### src/logic/cmp_pkg.sv
// Purpose: Shared constants and carrier types for the CAN mode and protection block.
// Assumes: 40 MHz core clock; APB register access with 32-bit words.
// Notes: Register offsets are byte addresses; each register sits in the low bits of its word.
//
// Summary of operation
// - Error counters are read-only; writes to them change nothing.
// - Configuration registers accept writes only while the soft-reset bit is set.
// - Transmit output held recessive in sleep, soft reset and power-down.
// - CPU stop gives power-down; else the sleep-request and soft-reset bits select the mode.
// - Sleep and soft reset stop core clocks except register access; power-down stops all.
// - Wake-up interrupt raised only when sleep-ack and wake enable are both one.
// - Sleep request waits for queued transmits and current reception; idle sleeps at once.
// - Sleep-ack flag is set throughout sleep; software polls it as handshake.
// - Bus-off recovery count pauses in sleep and resumes after wake-up.
// - In sleep, rx-full and tx-empty flags stay usable; no copy or abort.
// - Sleep ends on bus activity, sleep request cleared, or soft reset set.
// - Clearing the sleep request is ignored until sleep-ack reads one.
// - After wake-up, wait 11 recessive bits before resynchronising; waking frame is lost.
// - On wake-up, deferred copies, aborts and transmissions run; buffers keep old messages.
// - Setting soft reset halts transmission and reception at once; registers stay accessible.
// - CPU stop enters power-down: abort activity, recessive output, refuse register access.
// - Bus activity in power-down wakes the chip; no response until resynchronised.
// - In CPU wait, enabled transmit, receive or error interrupts wake the CPU.
// - Wake filter bit low-pass filters the receive input during sleep.
// - A one-bit-time timestamp pulse follows end-of-frame of every valid frame.
// - Timer-link enable routes the timestamp pulse to capture timer channel 0.
// - Status flags clear only by writing one, and stay set while their cause persists.

package cmp_pkg;

  // Register byte offsets.
  localparam logic [7:0] OFS_MODULE_CONTROL_0 = 8'h00;
  localparam logic [7:0] OFS_MODULE_CONTROL_1 = 8'h04;
  localparam logic [7:0] OFS_BUS_TIMING_0 = 8'h08;
  localparam logic [7:0] OFS_BUS_TIMING_1 = 8'h0C;
  localparam logic [7:0] OFS_RX_FLAGS = 8'h10;
  localparam logic [7:0] OFS_IRQ_ENABLE = 8'h14;
  localparam logic [7:0] OFS_TX_FLAGS = 8'h18;
  localparam logic [7:0] OFS_FILTER_CONTROL = 8'h1C;
  localparam logic [7:0] OFS_RX_ERR_COUNT = 8'h20;
  localparam logic [7:0] OFS_TX_ERR_COUNT = 8'h24;
  localparam logic [7:0] OFS_MODE_STATUS = 8'h28;
  localparam logic [7:0] OFS_ACCEPT_BASE = 8'h30;
  localparam logic [7:0] OFS_MASK_BASE = 8'h40;

  // Field positions.
  localparam int BIT_SLEEP_REQUEST = 0;
  localparam int BIT_SLEEP_ACK = 1;
  localparam int BIT_SOFT_RESET = 2;
  localparam int BIT_TS_LINK_EN = 3;
  localparam int BIT_WAKE_FILTER = 0;
  localparam int BIT_CLK_SRC = 1;
  localparam int BIT_RX_FULL = 0;
  localparam int BIT_WAKE_FLAG = 7;
  localparam int BIT_WAKE_IRQ_EN = 7;

  // Reset values.
  localparam logic RST_SOFT_RESET = 1'b1;
  localparam logic [7:0] RST_BYTE = 8'h00;
  localparam logic [2:0] RST_TX_EMPTY = 3'h7;

  // Timing.
  localparam int CLK_PERIOD_NS = 25;
  localparam int WAKE_FILTER_NS = 2000;
  localparam int WAKE_FILTER_CYC = (WAKE_FILTER_NS + CLK_PERIOD_NS - 1) / CLK_PERIOD_NS;
  localparam int RESYNC_RECESSIVE_BITS = 11;

  typedef enum logic [2:0] {
    CMP_NORMAL = 3'b000,
    CMP_SLEEP = 3'b001,
    CMP_SOFT_RESET = 3'b010,
    CMP_POWER_DOWN = 3'b011,
    CMP_RESYNC = 3'b100
  } cmp_mode_t;

  // Status arriving from the protocol engine, same clock.
  typedef struct packed {
    logic tx_busy;
    logic tx_pending;
    logic rx_busy;
    logic eof_ok;
    logic bit_tick;
    logic bus_off;
    logic rx_full_set;
    logic [2:0] tx_done;
    logic [7:0] rx_err_cnt;
    logic [7:0] tx_err_cnt;
    logic tx_irq;
    logic rx_irq;
    logic err_irq;
    logic tx_bit;
  } cmp_eng_stat_t;

  // Control toward the protocol engine and clock gating.
  typedef struct packed {
    logic core_clk_en;
    logic reg_clk_en;
    logic halt;
    logic busoff_count_en;
    logic deferred_en;
    logic resync;
    logic [2:0] tx_queue;
  } cmp_eng_ctl_t;

  // Locked configuration handed to the engine.
  typedef struct packed {
    logic clk_src;
    logic [7:0] bus_timing_0;
    logic [7:0] bus_timing_1;
    logic [7:0] filter_control;
    logic [3:0][7:0] accept;
    logic [3:0][7:0] mask;
  } cmp_cfg_t;

endpackage : cmp_pkg

### src/logic/cmp_rx_cond.sv
// Purpose: Receive line synchroniser with an optional wake-up low-pass filter.
// Assumes: The receive pin is asynchronous to the core clock.
// Notes: Level one is recessive; activity is a one-cycle pulse on an accepted dominant edge.

`timescale 1ns/100ps

module cmp_rx_cond #(
  parameter int FILT_CYC = cmp_pkg::WAKE_FILTER_CYC
) (
  input wire logic i_core_clk,
  input wire logic i_sys_rst,
  input wire logic i_rx_pin,
  input wire logic i_filter_en,
  output logic o_rx_level,
  output logic o_activity
);

  localparam int CW = $clog2(FILT_CYC + 1);
  localparam logic [CW-1:0] FILT_LAST = CW'(FILT_CYC - 1);

  logic sync1_q;
  logic sync2_q;
  logic sync3_q;
  logic [CW-1:0] stable_q;

  always_ff @(posedge i_core_clk or posedge i_sys_rst) begin
    if (i_sys_rst) begin
      sync1_q <= 1'b1;
      sync2_q <= 1'b1;
      sync3_q <= 1'b1;
    end else begin
      sync1_q <= i_rx_pin;
      sync2_q <= sync1_q;
      sync3_q <= sync2_q;
    end
  end

  // Short glitches never reach the wake logic while filtering is on.
  always_ff @(posedge i_core_clk or posedge i_sys_rst) begin
    if (i_sys_rst) begin
      stable_q <= '0;
      o_rx_level <= 1'b1;
      o_activity <= 1'b0;
    end else begin
      o_activity <= 1'b0;
      if (sync2_q != sync3_q || sync3_q == o_rx_level) begin
        stable_q <= '0;
      end else if (!i_filter_en || stable_q == FILT_LAST) begin
        stable_q <= '0;
        o_rx_level <= sync3_q;
        o_activity <= ~sync3_q;
      end else begin
        stable_q <= stable_q + CW'(1);
      end
    end
  end

endmodule : cmp_rx_cond

### src/logic/cmp_mode_ctrl.sv
// Purpose: Mode, wake-up and protection control with its APB register file.
// Assumes: Protocol engine on the same clock; receive pin asynchronous.
// Notes: Registers answer one cycle into the access phase; power-down refuses every access.
//
// The APB register port and the placing of the registers are this design's own decisions.

`timescale 1ns/100ps

module cmp_mode_ctrl #(
  parameter int FILT_CYC = cmp_pkg::WAKE_FILTER_CYC,
  parameter int RESYNC_BITS = cmp_pkg::RESYNC_RECESSIVE_BITS
) (
  input wire logic i_core_clk,
  input wire logic i_sys_rst,
  input wire logic i_psel,
  input wire logic i_penable,
  input wire logic i_pwrite,
  input wire logic [7:0] i_paddr,
  input wire logic [31:0] i_pwdata,
  output logic o_pready,
  output logic [31:0] o_prdata,
  output logic o_pslverr,
  input wire logic i_cpu_stop,
  input wire logic i_cpu_wait,
  input wire logic i_rx_pin,
  input wire cmp_pkg::cmp_eng_stat_t i_eng,
  output cmp_pkg::cmp_eng_ctl_t o_eng,
  output cmp_pkg::cmp_cfg_t o_cfg,
  output logic o_can_tx,
  output logic o_wake_irq,
  output logic o_chip_wake,
  output logic o_cpu_wake,
  output logic o_timestamp,
  output logic o_timer_ch0
);

  localparam int RW = $clog2(RESYNC_BITS + 1);
  localparam logic [RW-1:0] RESYNC_LAST = RW'(RESYNC_BITS - 1);

  ////////////////////////////////////////////////////////////////////////////////
  // State.

  cmp_pkg::cmp_mode_t mode_q;
  cmp_pkg::cmp_mode_t mode_d;
  logic sleep_req_q;
  logic soft_reset_q;
  logic ts_link_q;
  logic wake_filter_q;
  logic wake_en_q;
  logic wake_flag_q;
  logic rx_full_q;
  logic [2:0] tx_empty_q;
  logic [RW-1:0] recessive_q;
  logic ts_armed_q;
  logic rx_level;
  logic activity;
  logic sleep_ack;
  logic idle;
  logic low_power;
  logic wr_en;
  logic rd_en;
  logic addr_ok;
  logic [7:0] wbyte;

  assign sleep_ack = (mode_q == cmp_pkg::CMP_SLEEP);
  assign idle = !i_eng.tx_busy && !i_eng.tx_pending && !i_eng.rx_busy;
  assign low_power = (mode_d == cmp_pkg::CMP_SLEEP) || (mode_d == cmp_pkg::CMP_SOFT_RESET) ||
                     (mode_d == cmp_pkg::CMP_POWER_DOWN);
  assign wbyte = i_pwdata[7:0];

  function automatic logic is_mapped(input logic [7:0] a);
    logic hit;
    hit = 1'b0;
    unique case (a)
      cmp_pkg::OFS_MODULE_CONTROL_0, cmp_pkg::OFS_MODULE_CONTROL_1, cmp_pkg::OFS_BUS_TIMING_0,
      cmp_pkg::OFS_BUS_TIMING_1, cmp_pkg::OFS_RX_FLAGS, cmp_pkg::OFS_IRQ_ENABLE,
      cmp_pkg::OFS_TX_FLAGS, cmp_pkg::OFS_FILTER_CONTROL, cmp_pkg::OFS_RX_ERR_COUNT,
      cmp_pkg::OFS_TX_ERR_COUNT, cmp_pkg::OFS_MODE_STATUS: hit = 1'b1;
      default: hit = (a[7:4] == cmp_pkg::OFS_ACCEPT_BASE[7:4] || a[7:4] == cmp_pkg::OFS_MASK_BASE[7:4]) &&
                     (a[1:0] == 2'h0);
    endcase
    return hit;
  endfunction : is_mapped

  ////////////////////////////////////////////////////////////////////////////////
  // Receive line conditioning.

  cmp_rx_cond #(
    .FILT_CYC(FILT_CYC)
  ) u_rx_cond (
    .i_core_clk(i_core_clk),
    .i_sys_rst(i_sys_rst),
    .i_rx_pin(i_rx_pin),
    .i_filter_en(wake_filter_q && sleep_ack),
    .o_rx_level(rx_level),
    .o_activity(activity)
  );

  ////////////////////////////////////////////////////////////////////////////////
  // Mode selection.

  always_comb begin
    mode_d = mode_q;
    if (i_cpu_stop) begin
      mode_d = cmp_pkg::CMP_POWER_DOWN;
    end else begin
      unique case (mode_q)
        cmp_pkg::CMP_NORMAL: begin
          if (soft_reset_q) begin
            mode_d = cmp_pkg::CMP_SOFT_RESET;
          end else if (sleep_req_q && idle) begin
            mode_d = cmp_pkg::CMP_SLEEP;
          end
        end
        cmp_pkg::CMP_SLEEP: begin
          if (soft_reset_q) begin
            mode_d = cmp_pkg::CMP_SOFT_RESET;
          end else if (activity || !sleep_req_q) begin
            mode_d = cmp_pkg::CMP_RESYNC;
          end
        end
        cmp_pkg::CMP_SOFT_RESET: begin
          if (!soft_reset_q) begin
            mode_d = cmp_pkg::CMP_RESYNC;
          end
        end
        cmp_pkg::CMP_POWER_DOWN: begin
          mode_d = cmp_pkg::CMP_RESYNC;
        end
        cmp_pkg::CMP_RESYNC: begin
          if (soft_reset_q) begin
            mode_d = cmp_pkg::CMP_SOFT_RESET;
          end else if (i_eng.bit_tick && rx_level && recessive_q == RESYNC_LAST) begin
            mode_d = cmp_pkg::CMP_NORMAL;
          end
        end
        default: mode_d = cmp_pkg::CMP_SOFT_RESET;
      endcase
    end
  end

  always_ff @(posedge i_core_clk or posedge i_sys_rst) begin
    if (i_sys_rst) begin
      mode_q <= cmp_pkg::CMP_SOFT_RESET;
    end else begin
      mode_q <= mode_d;
    end
  end

  // A dominant bit restarts the count, so the frame that woke the block is skipped.
  always_ff @(posedge i_core_clk or posedge i_sys_rst) begin
    if (i_sys_rst) begin
      recessive_q <= '0;
    end else if (mode_q != cmp_pkg::CMP_RESYNC) begin
      recessive_q <= '0;
    end else if (i_eng.bit_tick) begin
      if (!rx_level || recessive_q == RESYNC_LAST) begin
        recessive_q <= '0;
      end else begin
        recessive_q <= recessive_q + RW'(1);
      end
    end
  end

  ////////////////////////////////////////////////////////////////////////////////
  // Engine control, clock gating and transmit pin.

  always_ff @(posedge i_core_clk or posedge i_sys_rst) begin
    if (i_sys_rst) begin
      o_eng <= '0;
      o_can_tx <= 1'b1;
    end else begin
      o_eng.core_clk_en <= !low_power;
      o_eng.reg_clk_en <= (mode_d != cmp_pkg::CMP_POWER_DOWN);
      o_eng.halt <= (mode_d == cmp_pkg::CMP_SOFT_RESET) || (mode_d == cmp_pkg::CMP_POWER_DOWN);
      o_eng.busoff_count_en <= i_eng.bus_off && !low_power;
      o_eng.deferred_en <= (mode_d == cmp_pkg::CMP_NORMAL);
      o_eng.resync <= (mode_d == cmp_pkg::CMP_RESYNC);
      o_eng.tx_queue <= ~tx_empty_q;
      o_can_tx <= low_power ? 1'b1 : i_eng.tx_bit;
    end
  end

  ////////////////////////////////////////////////////////////////////////////////
  // Wake-up and CPU wake.

  // Set wins over a simultaneous clear; the flag sets only in sleep, so the interrupt outlives the wake.
  always_ff @(posedge i_core_clk or posedge i_sys_rst) begin
    if (i_sys_rst) begin
      wake_flag_q <= 1'b0;
    end else if (activity && sleep_ack && wake_en_q) begin
      wake_flag_q <= 1'b1;
    end else if (wr_en && i_paddr == cmp_pkg::OFS_RX_FLAGS && wbyte[cmp_pkg::BIT_WAKE_FLAG]) begin
      wake_flag_q <= 1'b0;
    end
  end

  always_ff @(posedge i_core_clk or posedge i_sys_rst) begin
    if (i_sys_rst) begin
      o_wake_irq <= 1'b0;
      o_chip_wake <= 1'b0;
      o_cpu_wake <= 1'b0;
    end else begin
      o_wake_irq <= wake_flag_q && wake_en_q;
      o_chip_wake <= activity && (mode_q == cmp_pkg::CMP_POWER_DOWN);
      o_cpu_wake <= i_cpu_wait && (i_eng.tx_irq || i_eng.rx_irq || i_eng.err_irq);
    end
  end

  ////////////////////////////////////////////////////////////////////////////////
  // Timestamp pulse, aligned to bit ticks so it lasts exactly one bit time.

  always_ff @(posedge i_core_clk or posedge i_sys_rst) begin
    if (i_sys_rst) begin
      ts_armed_q <= 1'b0;
      o_timestamp <= 1'b0;
      o_timer_ch0 <= 1'b0;
    end else begin
      if (i_eng.eof_ok) begin
        ts_armed_q <= 1'b1;
      end else if (i_eng.bit_tick) begin
        ts_armed_q <= 1'b0;
      end
      if (i_eng.bit_tick) begin
        o_timestamp <= ts_armed_q;
        o_timer_ch0 <= ts_armed_q && ts_link_q;
      end
    end
  end

  ////////////////////////////////////////////////////////////////////////////////
  // APB slave: one wait state, refused during power-down.

  assign addr_ok = is_mapped(i_paddr) && (mode_q != cmp_pkg::CMP_POWER_DOWN);
  assign wr_en = i_psel && i_penable && o_pready && i_pwrite && addr_ok;
  assign rd_en = i_psel && i_penable && !o_pready && !i_pwrite;

  always_ff @(posedge i_core_clk or posedge i_sys_rst) begin
    if (i_sys_rst) begin
      o_pready <= 1'b0;
      o_pslverr <= 1'b0;
    end else begin
      o_pready <= i_psel && i_penable && !o_pready;
      o_pslverr <= i_psel && i_penable && !o_pready && !addr_ok;
    end
  end

  always_ff @(posedge i_core_clk or posedge i_sys_rst) begin
    if (i_sys_rst) begin
      o_prdata <= 32'h0000_0000;
    end else if (rd_en && addr_ok) begin
      o_prdata <= 32'h0000_0000;
      unique case (i_paddr)
        cmp_pkg::OFS_MODULE_CONTROL_0: begin
          o_prdata[cmp_pkg::BIT_SLEEP_REQUEST] <= sleep_req_q;
          o_prdata[cmp_pkg::BIT_SLEEP_ACK] <= sleep_ack;
          o_prdata[cmp_pkg::BIT_SOFT_RESET] <= soft_reset_q;
          o_prdata[cmp_pkg::BIT_TS_LINK_EN] <= ts_link_q;
        end
        cmp_pkg::OFS_MODULE_CONTROL_1: begin
          o_prdata[cmp_pkg::BIT_WAKE_FILTER] <= wake_filter_q;
          o_prdata[cmp_pkg::BIT_CLK_SRC] <= o_cfg.clk_src;
        end
        cmp_pkg::OFS_BUS_TIMING_0: o_prdata[7:0] <= o_cfg.bus_timing_0;
        cmp_pkg::OFS_BUS_TIMING_1: o_prdata[7:0] <= o_cfg.bus_timing_1;
        cmp_pkg::OFS_RX_FLAGS: begin
          o_prdata[cmp_pkg::BIT_RX_FULL] <= rx_full_q;
          o_prdata[cmp_pkg::BIT_WAKE_FLAG] <= wake_flag_q;
        end
        cmp_pkg::OFS_IRQ_ENABLE: o_prdata[cmp_pkg::BIT_WAKE_IRQ_EN] <= wake_en_q;
        cmp_pkg::OFS_TX_FLAGS: o_prdata[2:0] <= tx_empty_q;
        cmp_pkg::OFS_FILTER_CONTROL: o_prdata[7:0] <= o_cfg.filter_control;
        cmp_pkg::OFS_RX_ERR_COUNT: o_prdata[7:0] <= i_eng.rx_err_cnt;
        cmp_pkg::OFS_TX_ERR_COUNT: o_prdata[7:0] <= i_eng.tx_err_cnt;
        cmp_pkg::OFS_MODE_STATUS: o_prdata[2:0] <= mode_q;
        default: begin
          if (i_paddr[7:4] == cmp_pkg::OFS_ACCEPT_BASE[7:4]) begin
            o_prdata[7:0] <= o_cfg.accept[i_paddr[3:2]];
          end else begin
            o_prdata[7:0] <= o_cfg.mask[i_paddr[3:2]];
          end
        end
      endcase
    end
  end

  ////////////////////////////////////////////////////////////////////////////////
  // Module control 0.

  always_ff @(posedge i_core_clk or posedge i_sys_rst) begin
    if (i_sys_rst) begin
      sleep_req_q <= 1'b0;
      soft_reset_q <= cmp_pkg::RST_SOFT_RESET;
      ts_link_q <= 1'b0;
    end else if (wr_en && i_paddr == cmp_pkg::OFS_MODULE_CONTROL_0) begin
      soft_reset_q <= wbyte[cmp_pkg::BIT_SOFT_RESET];
      ts_link_q <= wbyte[cmp_pkg::BIT_TS_LINK_EN];
      if (wbyte[cmp_pkg::BIT_SLEEP_REQUEST] || !sleep_req_q || sleep_ack) begin
        sleep_req_q <= wbyte[cmp_pkg::BIT_SLEEP_REQUEST];
      end
    end
  end

  ////////////////////////////////////////////////////////////////////////////////
  // Locked configuration: written only while soft reset holds the block.

  always_ff @(posedge i_core_clk or posedge i_sys_rst) begin
    if (i_sys_rst) begin
      o_cfg <= '0;
      wake_filter_q <= 1'b0;
    end else if (wr_en && soft_reset_q) begin
      unique case (i_paddr)
        cmp_pkg::OFS_MODULE_CONTROL_1: begin
          wake_filter_q <= wbyte[cmp_pkg::BIT_WAKE_FILTER];
          o_cfg.clk_src <= wbyte[cmp_pkg::BIT_CLK_SRC];
        end
        cmp_pkg::OFS_BUS_TIMING_0: o_cfg.bus_timing_0 <= wbyte;
        cmp_pkg::OFS_BUS_TIMING_1: o_cfg.bus_timing_1 <= wbyte;
        cmp_pkg::OFS_FILTER_CONTROL: o_cfg.filter_control <= wbyte;
        default: begin
          if (i_paddr[7:4] == cmp_pkg::OFS_ACCEPT_BASE[7:4]) begin
            o_cfg.accept[i_paddr[3:2]] <= wbyte;
          end else if (i_paddr[7:4] == cmp_pkg::OFS_MASK_BASE[7:4]) begin
            o_cfg.mask[i_paddr[3:2]] <= wbyte;
          end
        end
      endcase
    end
  end

  ////////////////////////////////////////////////////////////////////////////////
  // Interrupt enable and software-cleared flags. The error counters have no write path.

  always_ff @(posedge i_core_clk or posedge i_sys_rst) begin
    if (i_sys_rst) begin
      wake_en_q <= 1'b0;
    end else if (wr_en && i_paddr == cmp_pkg::OFS_IRQ_ENABLE) begin
      wake_en_q <= wbyte[cmp_pkg::BIT_WAKE_IRQ_EN];
    end
  end

  // Flags stay writable in sleep so buffers can be drained and reloaded.
  always_ff @(posedge i_core_clk or posedge i_sys_rst) begin
    if (i_sys_rst) begin
      rx_full_q <= 1'b0;
    end else if (i_eng.rx_full_set) begin
      rx_full_q <= 1'b1;
    end else if (wr_en && i_paddr == cmp_pkg::OFS_RX_FLAGS && wbyte[cmp_pkg::BIT_RX_FULL]) begin
      rx_full_q <= 1'b0;
    end
  end

  always_ff @(posedge i_core_clk or posedge i_sys_rst) begin
    if (i_sys_rst) begin
      tx_empty_q <= cmp_pkg::RST_TX_EMPTY;
    end else if (wr_en && i_paddr == cmp_pkg::OFS_TX_FLAGS) begin
      tx_empty_q <= (tx_empty_q & ~wbyte[2:0]) | i_eng.tx_done;
    end else begin
      tx_empty_q <= tx_empty_q | i_eng.tx_done;
    end
  end

endmodule : cmp_mode_ctrl

### config.mk
export PLATFORM = sky130hd
export DESIGN_NAME = cmp_mode_ctrl
export DESIGN_NICKNAME = d
export VERILOG_FILES = /design/src/logic/cmp_pkg.sv /design/src/logic/cmp_rx_cond.sv /design/src/logic/cmp_mode_ctrl.sv
export SDC_FILE = /design/constraint.sdc
export NUM_CORES = 1
export LEC_CHECK = 0
export BUFFER_PORTS_ARGS = -buffer_cell sky130_fd_sc_hd__buf_2
export CORE_ASPECT_RATIO = 1.25
export CORE_MARGIN = 4
export CORE_UTILIZATION = 35
export CTS_CLUSTER_DIAMETER = 200
export DETAILED_ROUTE_END_ITERATION = 8
export SYNTH_ARGS = -nofsm -noshare
export SYNTH_HDL_FRONTEND = slang
export SYNTH_SLANG_ARGS = --single-unit
export TNS_END_PERCENT = 30
### constraint.sdc
create_clock -name i_core_clk -period 6 [get_ports i_core_clk]
set_clock_uncertainty 0.1 [all_clocks]
set_input_delay 0.3 -clock i_core_clk [delete_from_list [all_inputs] [get_ports i_core_clk]]
set_output_delay 0.3 -clock i_core_clk [all_outputs]
set_load 0.01 [all_outputs]
==> results of run 1 <==
==> critical path, stage by stage (launching register included) <==
cell      delay, ns
dfrtp_1        0.49
and3b_1        0.25
nor3_1         0.32
nand2b_1       0.15
nor3b_2        1.00
mux2_2         0.43
==> power groups by stage <==
| stage | sequential [mW] | clock [mW] | combinational (mW) |
|---|---|---|---|
| finish | 1.00 | 1.10 | 0.163 |
| global route | 1.00 | 1.16 | 0.180 |
| CTS | 1.00 | 1.13 | 0.166 |
| detailed placement | 1.02 | 0 | 0.159 |
| global placement | 1.02 | 0 | 0.156 |
| floorplan | 1.03 | 0 | 0.0946 |
==> placed cells by master, fill, tap and decap left out, drive strengths merged, types with 3 or more instances in the layout <==
cell and n:
dfrtp 134, mux4 17, dfstp 10, mux2i 23, a221oi 3, nand3 13, nor3 12, and2 5
clkbuf 21, a21o 6, nor3b 3, xnor2 3, and3 4, mux2 97, dlygate4sd3 12, ha 3
nor4 7, nand2b 5, a21oi 14, buf 176, inv 16, nor2b 7, nand2 24, o21ai 17
nand4 7, conb 24, nor2 35, clkinv 4, bufinv 3
==> per-layer routing <==
| metal | GRT usage (%) | part of all wire (%) | up-vias |
|---|---|---|---|
| li1 | - | - | 2317 |
| met1 | 22.7 | 40 | 2615 |
| met2 | 31.8 | 51 | 182 |
| met3 | 4.48 | 7.1 | 22 |
| met4 | 6.69 | 1.8 | 0 |
| met5 | 0 | 0 | - |
==> cell type report <==
class | instances | area share, %
flip-flops and latches | 144 | 41.6
multi-input cells | 366 | 35.1
repair buffers | 188 | 11.8
clock buffers | 21 | 5.29
well taps | 265 | 3.81
clock inverters | 11 | 1.77
inverters | 14 | 0.661
==> cell families after synthesis <==
family | after synthesis
xor+xnor | 5
compound gates | 62
mux | 137
fa+ha+maj | 3
other cells | 1
simple gates | 135
buf+inv | 61
flops | 144
==> repair_timing <==
action                                  4_1_cts  5_1_grt
endpoints found under the setup margin        0        0
hold endpoints to repair                     89        0
resized for setup                             0        0
hold buffers                                 12        0
==> stage by stage <==
| step | hold slack (ns) | utilization, % | total power [mW] | instance area (sq um) |
|---|---|---|---|---|
| floorplan | 0.204 | - | 1.12 | 6980 |
| global placement | 0.248 | 41.1 | 1.18 | 7970 |
| detailed placement | 0.247 | 41.1 | 1.18 | 7970 |
| CTS | 0.0487 | 44.9 | 2.30 | 8700 |
| global route | 0.0764 | 44.9 | 2.35 | 8700 |
| finish | 0.0651 | 44.9 | 2.27 | 8700 |
==> path summary, 6_finish.rpt <==
check                                               to  depth (start not counted)                   startpoint
setup / recovery                 o_cfg[10]$_DFFE_PP0P_                          5          mode_q[2]$_DFF_PP0_
hold / removal                 o_timer_ch0$_DFFE_PP0P_                          2                    i_eng[25]
setup reg to reg                 o_cfg[10]$_DFFE_PP0P_                          5          mode_q[2]$_DFF_PP0_
hold reg to reg            u_rx_cond.sync2_q$_DFF_PP1_                          0  u_rx_cond.sync1_q$_DFF_PP1_
max in group asynchronous        o_cfg[65]$_DFFE_PP0P_                          4                    i_sys_rst
min in group asynchronous         o_cpu_wake$_DFF_PP0_                          3                    i_sys_rst
==> sequential cells by signal (all words and copies together), names as in the netlist, 3 cells and up <==
register / flops
recessive_q: 4
tx_empty_q: 3
mode_q: 3
o_eng: 9
o_cfg: 89
o_prdata: 8
u_rx_cond.stable_q: 7
==> impl_metrics.toml, run 1 <==
[status]
status = "finished clean"

[yosys]
synth_most_common_cell = "dfrtp_1"
yosysWarnings = 0
yosys.area_share.simple_pct = 11.0
ys.flop_type = "dfrtp_1"
synth.top_cell.area_share_pct = 48.6
syn_area_sq_mm = 0.00690
syn_area_per_cell_sq_um = 12.6
synthTopCellsByCount = "134 x dfrtp_1, 97 x mux2_2, 35 x nor2_1"
synth_xor_area_share_pct = 0.635
yosys.area.top_type = "dfrtp_1"
synthArstFlopShare_pct = 100
synth_top_family_by_area = "multiplexers"
ys_seq_area_share_pct = 52.4
yosysUniqueCellTypes = 61
netlist_instances = 548
synth-edff-count = 0
synth_area_leaders = "dfrtp_1 49%, mux2_2 16%, mux4_2 5.6%"
synth_fa_ha_area_share_pct = 0.544
synth_compound_area_share_pct = 5.95
ys_ff_latch = 144
synthMuxAreaShare_pct = 24.7

[placement]
hpwl_microns = 14800
preCtsSetupSlack_ns = 2.98
gp_congestion = 0.862
place_inst = 965
port_buffers = 167

[power_and_ir_drop]
max-vdd-ir-drop_v = 0.000190
leakage_nw = 4.45
netSwitchingFraction_pct = 23.7
combinationalPowerShare_pct = 7.2
power.density_mw_per_mm2 = 261
p_int_mw = 1.73
clockPowerShare_pct = 48.6
seq_power_share_pct = 44.2
p_switching_uw = 538

[detailed_routing]
postRouteAntennaNets = 0
first_iter_violations = 379
vias = 5136
drt-total-wl_microns = 20500
drtPass1Iterations = 4
post-route-drc-count = 0
routedWlPerCell_microns = 20.3
via_per_inst = 5.09

[clock_network]
clock_path_buffers = 2
clockRootBuffer = "clkbuf_16"
postCtsSetupBuffers = 0
clkSlewWorstSetupHoldPaths_ns = 0.06
htreeDepth = 4
insertion_delay_ns = 0.42
clkSinkCount = 144
numCtsBuffers = 17
cts_tree = "built"

[global_route]
grt-ovfl-total = 0
grtUsageTotal_pct = 18.5
antenna_found_initial = 0
grt_max_degree = 88
grt_pass1_vias = 5233
grt_pass1_wl_microns = 30700

[cells_and_area]
synthToLayoutAreaGrowth_pct = 26.2
multi_input_area_sq_mm = 0.00306
n_fill_cell = 1844
insertedDiodeCount = 0
layout.nets = 812
finalNonFillerCells = 1009
final_layout_size_suffix_gt1_share_pct = 46.4
area.sequential_sq_mm = 0.00362

[min_path]
min_path_type = "in -> reg"

[sta]
report.final.slew_viol_count = 0
finalCritPeriodShare_pct = 47.5
setup_tns_ns = 0
rsz0062_at_grt = "no"
hold_viol_final = 0
fin_crit_ns = 2.85
max_slew.worst_pin.slew_ns = 1.25
max_freq_ghz = 0.351
setup_slack_ns = 3.15
slew_headroom_pct = 16.4
setup_viol = 0

[die]
coreArea_sq_mm = 0.0194
die-height_microns = 165
io_pins = 216
rows = 57
fp.dieArea_sq_mm = 0.0220
die_x_microns = 134
start_util_pct = 35.6

[setup_path]
r2r_slack_ns = 3.15
endpoint_kind = "flop"
crit_path_start_kind = "flop"
crit_arrival_ns = 3.05
critical_path_class = "reg -> reg"
required_ns = 6.21
cp_max_fo = 8

[flow_run]
maxCapViolations = 0
Note: power is estimated with default switching activity, not from simulation.
==> run 2: changes to the inputs <==
--- a/config.mk
+++ b/config.mk
@@ -5,6 +5,7 @@
 export SDC_FILE = /design/constraint.sdc
 export NUM_CORES = 1
 export LEC_CHECK = 0
+export ABC_AREA = 1
 export BUFFER_PORTS_ARGS = -buffer_cell sky130_fd_sc_hd__buf_2
 export CORE_ASPECT_RATIO = 1.25
 export CORE_MARGIN = 4
==> constraint.sdc (replaced) <==
create_clock -name i_core_clk -period 3 [get_ports i_core_clk]
set_clock_uncertainty 0.1 [all_clocks]
set_input_delay 0.15 -clock i_core_clk [delete_from_list [all_inputs] [get_ports i_core_clk]]
set_output_delay 0.15 -clock i_core_clk [all_outputs]
set_load 0.01 [all_outputs]
==> run 2 against run 1 <==
Routed wire length is 7.3% higher. Utilization increased by 0.98 points. Synthesized cell count is 56% higher. Total power increased by 110%. Die area rose by 0.55%. Design area up 2.6%. Critical path depth increased by 8. Clock power up 120%. Via count is 24% higher. Combinational power rose by 78%. Synthesized area increased by 0.58%. Register-to-register slack worse by 2.3 ns. Critical endpoint is now o_cfg[81]$_DFFE_PP0P_. Highest routed layer unchanged.
==> impl_metrics.toml, run 2 <==
[setup_path]
startpoint = "i_paddr[1]"
reg2regPathDepth = 7
r2r_slack_ns = 0.86
crit_path_start_kind = "input pin"
crit_arrival_ns = 2.47
endpoint_kind = "flop"
rr_endpoint = "o_cfg[81]$_DFFE_PP0P_"
critical_path.cell_chain = "buf_2, nor2_1, nand2_1, nor2_4, nor2_1, nand2_1, nor2_1, nand2_2, nand3_2, nor2_2, nand2_1, nand2_1, o21ai_1"
setup.worst_path.end = "o_cfg[81]$_DFFE_PP0P_"
path_common_cell = "nand2_1"
cp_slowest_cell = "nand2_1"
critical_path_class = "in -> reg"
required_ns = 3.19
cp_max_fo = 16
rr_startpoint = "mode_q[2]$_DFF_PP0_"
critPathMaxStageDelay_ns = 0.44

[sta]
report.final.slew_viol_count = 0
setup_slack_ns = 0.723
max_freq_ghz = 0.439
setup_viol = 0
fin_crit_ns = 2.28
slew_headroom_pct = 48.6
finalCritPeriodShare_pct = 75.9
rsz0062_at_grt = "no"
max_slew.worst_pin.slew_ns = 0.770
hold_viol_final = 0
setup_tns_ns = 0

[placement]
port_buffers = 167
gp_congestion = 0.843
dpl_cell_area_sq_mm = 0.00803
preCtsSetupSlack_ns = 0.286
hpwl_microns = 15900

[detailed_routing]
vias = 6376
post-route-drc-count = 0
drtPass1Iterations = 5
postRouteAntennaNets = 0
drt-total-wl_microns = 22000
routedWlPerCell_microns = 16.6
via_per_inst = 4.81
first_iter_violations = 538

[power_and_ir_drop]
power.density_mw_per_mm2 = 527
leakage_nw = 4.85
max-vdd-ir-drop_v = 0.000367
total_power_mw = 4.71

[cells_and_area]
most-common-layout-cells = "316 x nand2_1, 167 x buf_2, 134 x dfrtp_1"
regMostFlops = "o_cfg"
final_layout_size_suffix_gt1_share_pct = 23.5
synthToLayoutAreaGrowth_pct = 28.6
layout.nets = 1127
largest_reg_flops = 89
area.sequential_sq_mm = 0.00362
n_fill_cell = 1934
final_common_cell = "nand2_1"
reg_top3 = "o_cfg x89, o_eng x9, o_prdata x8"
multi_input_area_sq_mm = 0.00287
stdcell_area_sq_mm = 0.00892

[clock_network]
ctsResizeCount = 0
clockRootBuffer = "clkbuf_16"
clock_path_buffers = 2
numCtsBuffers = 17
clkSlewWorstSetupHoldPaths_ns = 0.06
cts_tree = "built"
insertion_delay_ns = 0.43
htreeDepth = 4
cts_hold_buf = 22
postCtsSetupBuffers = 0
clkSinkCount = 144

[yosys]
synth.top_cell.area_share_pct = 48.3
synth-edff-count = 0
netlist_instances = 855
ys.flop_type = "dfrtp_1"
synth_most_common_cell = "nand2_1"
yosysUniqueCellTypes = 39
yosys.area.top_type = "dfrtp_1"
syn_area_per_cell_sq_um = 8.11
synthTopCellsByCount = "316 x nand2_1, 134 x dfrtp_1, 84 x nand3_1"
synthArstFlopShare_pct = 100
ys_seq_area_share_pct = 52.1
syn_area_sq_mm = 0.00694
yosysWarnings = 0
synth_area_leaders = "dfrtp_1 48%, nand2_1 17%, nand3_1 6.1%"
ys_ff_latch = 144

[die]
start_util_pct = 35.6
rows = 57
coreArea_sq_mm = 0.0195
io_pins = 216
die_x_microns = 134
fp.dieArea_sq_mm = 0.0221
die-height_microns = 165

[global_route]
grt-ovfl-total = 0
antenna_found_initial = 1
grt_pass1_vias = 6167
grtUsageTotal_pct = 20.1
grt_max_degree = 63
grt_pass1_wl_microns = 34100

[status]
status = "finished clean"

[min_path]
min_path_type = "in -> reg"

[flow_run]
maxCapViolations = 0
## run 2: cell count changes after synthesis, sizes merged, moves of 15 or more
cell,change
mux2,-97
inv,+41
mux4,-17
nor2,+20
a22oi,+15
nand3,+80
o21ai,+27
nand2,+294
mux2i,-23
## run 2: worst max-delay path: cells and delay by family
family | cells | cell delay, ns
buffers and inverters | 1 | 0.09
AO/OA/AOI/OAI | 1 | 0.07
AND/OR/NAND/NOR | 11 | 2.12
## run 2: worst min-delay path by stage
stage / slack (ns) / cells past startpoint / end / from
after floorplan: 0.05 / 0 / u_rx_cond.sync1_q$_DFF_PP1_ / i_rx_pin
after global routing: 0.01 / 3 / o_cfg[56]$_DFFE_PP0P_ / i_pwdata[0]
after CTS: 0.005 / 3 / o_cfg[56]$_DFFE_PP0P_ / i_pwdata[0]
after global placement: 0.16 / 1 / u_rx_cond.sync1_q$_DFF_PP1_ / i_rx_pin
final: 0.02 / 7 / o_prdata[5]$_DFFE_PP0P_ / i_eng[9]
after detailed placement: 0.16 / 1 / u_rx_cond.sync1_q$_DFF_PP1_ / i_rx_pin
## run 2: cell families after synthesis
kind of cell             synth area share [%]
AO/OA/AOI/OAI                            8.37
XOR/XNOR                                0.631
adder cells (fa/ha/maj)                 0.541
buffers and inverters                    7.72
flip-flops                               52.1
other                                  0.0541
AND/OR/NAND/NOR                          30.6
## run 2: final cells by class
cell class | count | area share, %
flip-flops and latches | 144 | 40.5
multi-input cells | 622 | 32.2
repair buffers | 205 | 13.6
clock buffers | 18 | 4.92
well taps | 265 | 3.72
clock inverters | 14 | 2.64
inverters | 56 | 2.40
diodes | 1 | 0.0280
## run 2: power by group
| group | internal, mW | switching, mW | leakage (nW) |
|---|---|---|---|
| clock | 1.58 | 0.846 | 0.334 |
| sequential | 1.97 | 0.0143 | 1.92 |
| combinational | 0.0905 | 0.200 | 2.59 |
## run 2: routing by layer
layer  global-route usage (%)  wire length [microns]
met5                        0                      0
met3                     3.88                   1270
met4                     5.61                    244
met2                     35.2                  11100
met1                     25.3                   9410
## run 2: through the flow
stage / utilization, % / cells / hold slack [ns]
2_1_floorplan: - / 878 / 0.0545
3_3_place_gp: 41.2 / 1270 / 0.157
3_5_place_dp: 41.2 / 1270 / 0.157
4_1_cts: 45.8 / 1324 / 0.00520
5_1_grt: 45.8 / 1325 / 0.0125
6_report: 45.8 / 1325 / 0.0195
==> run 3: changes to the inputs <==
--- a/config.mk
+++ b/config.mk
@@ -5,7 +5,7 @@
 export SDC_FILE = /design/constraint.sdc
 export NUM_CORES = 1
 export LEC_CHECK = 0
-export ABC_AREA = 1
+export ABC_AREA = 0
 export BUFFER_PORTS_ARGS = -buffer_cell sky130_fd_sc_hd__buf_2
 export CORE_ASPECT_RATIO = 1.25
 export CORE_MARGIN = 4
==> constraint.sdc (replaced) <==
create_clock -name i_core_clk -period 2.25 [get_ports i_core_clk]
set_clock_uncertainty 0.1 [all_clocks]
set_input_delay 0.1125 -clock i_core_clk [delete_from_list [all_inputs] [get_ports i_core_clk]]
set_output_delay 0.1125 -clock i_core_clk [all_outputs]
set_load 0.01 [all_outputs]
==> run 3 against run 2 <==
Sequential power up 35%. Setup slack worse by 0.64 ns. Register-to-register slack worse by 0.77 ns. Clock power up 30%. Worst hold slack better by 0.014 ns. Critical path depth down 8. Design area up 4.1%. Sequential cell count unchanged. First-iteration DRC count down 28%. Total power up 34%. Via count down 16%. Critical endpoint is now o_cfg[11]$_DFFE_PP0P_. Largest power group unchanged.
==> impl_metrics.toml, run 3 (synthesized netlist as in run 1, its figures left out) <==
[min_path]
hold_path_startpoint = "i_pwdata[1]"
min_to = "tx_empty_q[1]$_DFF_PP1_"
min_path_type = "in -> reg"
hold_path_depth = 3

[cells_and_area]
insertedDiodeCount = 0
area.sequential_sq_mm = 0.00362
synthToLayoutAreaGrowth_pct = 34.7
n_fill_cell = 1829
final_layout_size_suffix_gt1_share_pct = 49.6
final_common_cell = "buf_2"
layout.nets = 868
utilization_pct = 47.9
largest_reg_flops = 89
multi_input_area_sq_mm = 0.00309
regMostFlops = "o_cfg"
most-common-layout-cells = "167 x buf_2, 134 x dfrtp_1, 97 x mux2_2"
reg_top3 = "o_cfg x89, o_eng x9, o_prdata x8"

[setup_path]
rr_endpoint = "o_cfg[11]$_DFFE_PP0P_"
reg2regPathDepth = 5
path_buf_inv = 1
critical_path.cell_chain = "nand4b_1, nand2b_1, nor3b_2, buf_4, mux2_2"
crit_path_start_kind = "flop"
cp_max_fo = 5
r2r_slack_ns = 0.09
critPathMaxStageDelay_ns = 0.59
required_ns = 2.45
critical_path_class = "reg -> reg"
endpoint_kind = "flop"
rr_startpoint = "soft_reset_q$_DFFE_PP1P_"
crit_arrival_ns = 2.36
cp_slowest_cell = "dfstp_2"
critical-path-top-delay-family = "simple AND/OR/NAND/NOR gates"

[die]
die-height_microns = 165
die_x_microns = 134
coreArea_sq_mm = 0.0194
start_util_pct = 35.6
io_pins = 216
fp.dieArea_sq_mm = 0.0220
rows = 57

[detailed_routing]
wl_met2_microns = 10600
met3WireLength_microns = 1210
drtPass1Iterations = 4
via_per_inst = 5.04
postRouteAntennaNets = 0
wl_met1_microns = 8860
drt-total-wl_microns = 21100
first_iter_violations = 389
highest_layer = "met4"
vias = 5364
post-route-drc-count = 0
routedWlPerCell_microns = 19.8

[clock_network]
clockRootBuffer = "clkbuf_16"
insertion_delay_ns = 0.42
numCtsBuffers = 17
htreeDepth = 4
clkSlewWorstSetupHoldPaths_ns = 0.06
cts_tree = "built"
postCtsSetupBuffers = 0
clkSinkCount = 144
clock_path_buffers = 2

[status]
status = "finished clean"

[placement]
gp_congestion = 0.825
port_buffers = 167
hpwl_microns = 15700
preCtsSetupSlack_ns = 0.0460

[global_route]
grt_pass1_vias = 5536
grtUsageTotal_pct = 19.2
antenna_found_initial = 0
grt_pass1_wl_microns = 32100
grt-ovfl-total = 0
grt_max_degree = 64

[sta]
report.final.slew_viol_count = 0
finalCritPeriodShare_pct = 96.1
fin_crit_ns = 2.16
setup_slack_ns = 0.0873
max_freq_ghz = 0.462
setup_viol = 0
whs_ns = 0.0336
hold_viol_final = 0
max_slew.worst_pin.slew_ns = 0.569
slew_headroom_pct = 62.0

[power_and_ir_drop]
power.density_mw_per_mm2 = 680
max-vdd-ir-drop_v = 0.000465
total_power_mw = 6.32
leakage_nw = 4.79

[flow_run]
maxCapViolations = 0
[run 3: area by class of cell]
type / count / share of cell area (%)
clock buffer: 20 / 4.92
clock inverter: 12 / 2.20
inverter: 14 / 0.606
multi-input combinational: 366 / 33.3
sequential: 144 / 38.9
tap: 265 / 3.57
timing repair buffer: 244 / 16.5
[run 3: worst register-to-register path: stages (launching register included)]
cell	delay, ns
dfstp_2	0.59
nand4b_1	0.24
nand2b_1	0.28
nor3b_2	0.30
buf_4	0.20
mux2_2	0.34
[run 3: through the flow]
step / cell area, sq um / std cells / TNS (ns)
2_1_floorplan: 6990 / 571 / -3.54
3_3_place_gp: 8400 / 1014 / 0
3_5_place_dp: 8400 / 1014 / 0
4_1_cts: 9250 / 1065 / 0
5_1_grt: 9290 / 1065 / -0.00972
6_report: 9290 / 1065 / 0
[run 3: worst max-delay path by stage]
stage	depth (start not counted)	endpoint	slack (ns)	start
3_3_place_gp	8	o_cfg[12]$_DFFE_PP0P_	0.02	i_paddr[7]
5_1_grt	5	o_cfg[15]$_DFFE_PP0P_	-0.004	soft_reset_q$_DFFE_PP1P_
2_1_floorplan	6	o_cfg[56]$_DFFE_PP0P_	-0.11	mode_q[2]$_DFF_PP0_
6_report	5	o_cfg[11]$_DFFE_PP0P_	0.09	soft_reset_q$_DFFE_PP1P_
3_5_place_dp	8	o_cfg[72]$_DFFE_PP0P_	0.05	i_paddr[7]
4_1_cts	10	o_prdata[2]$_DFFE_PP0P_	0.01	i_penable
[run 3: timing repair]
item                                    in CTS  in global routing
hold buffers                                19                  0
endpoints found under the setup margin       0                 51
resized for setup                            0                  9
endpoints found under the hold margin       71                  0
[run 3: report_power, final]
| group | switching [mW] | internal [mW] |
|---|---|---|
| Sequential | 0.0367 | 2.64 |
| Clock | 1.11 | 2.04 |
| Combinational | 0.296 | 0.196 |
[run 3: layer usage]
layer | vias up | GRT usage (%)
li1 | 2426 | -
met1 | 2732 | 23.9
met2 | 181 | 33.0
met3 | 25 | 5.39
met4 | 0 | 5.29
met5 | - | 0
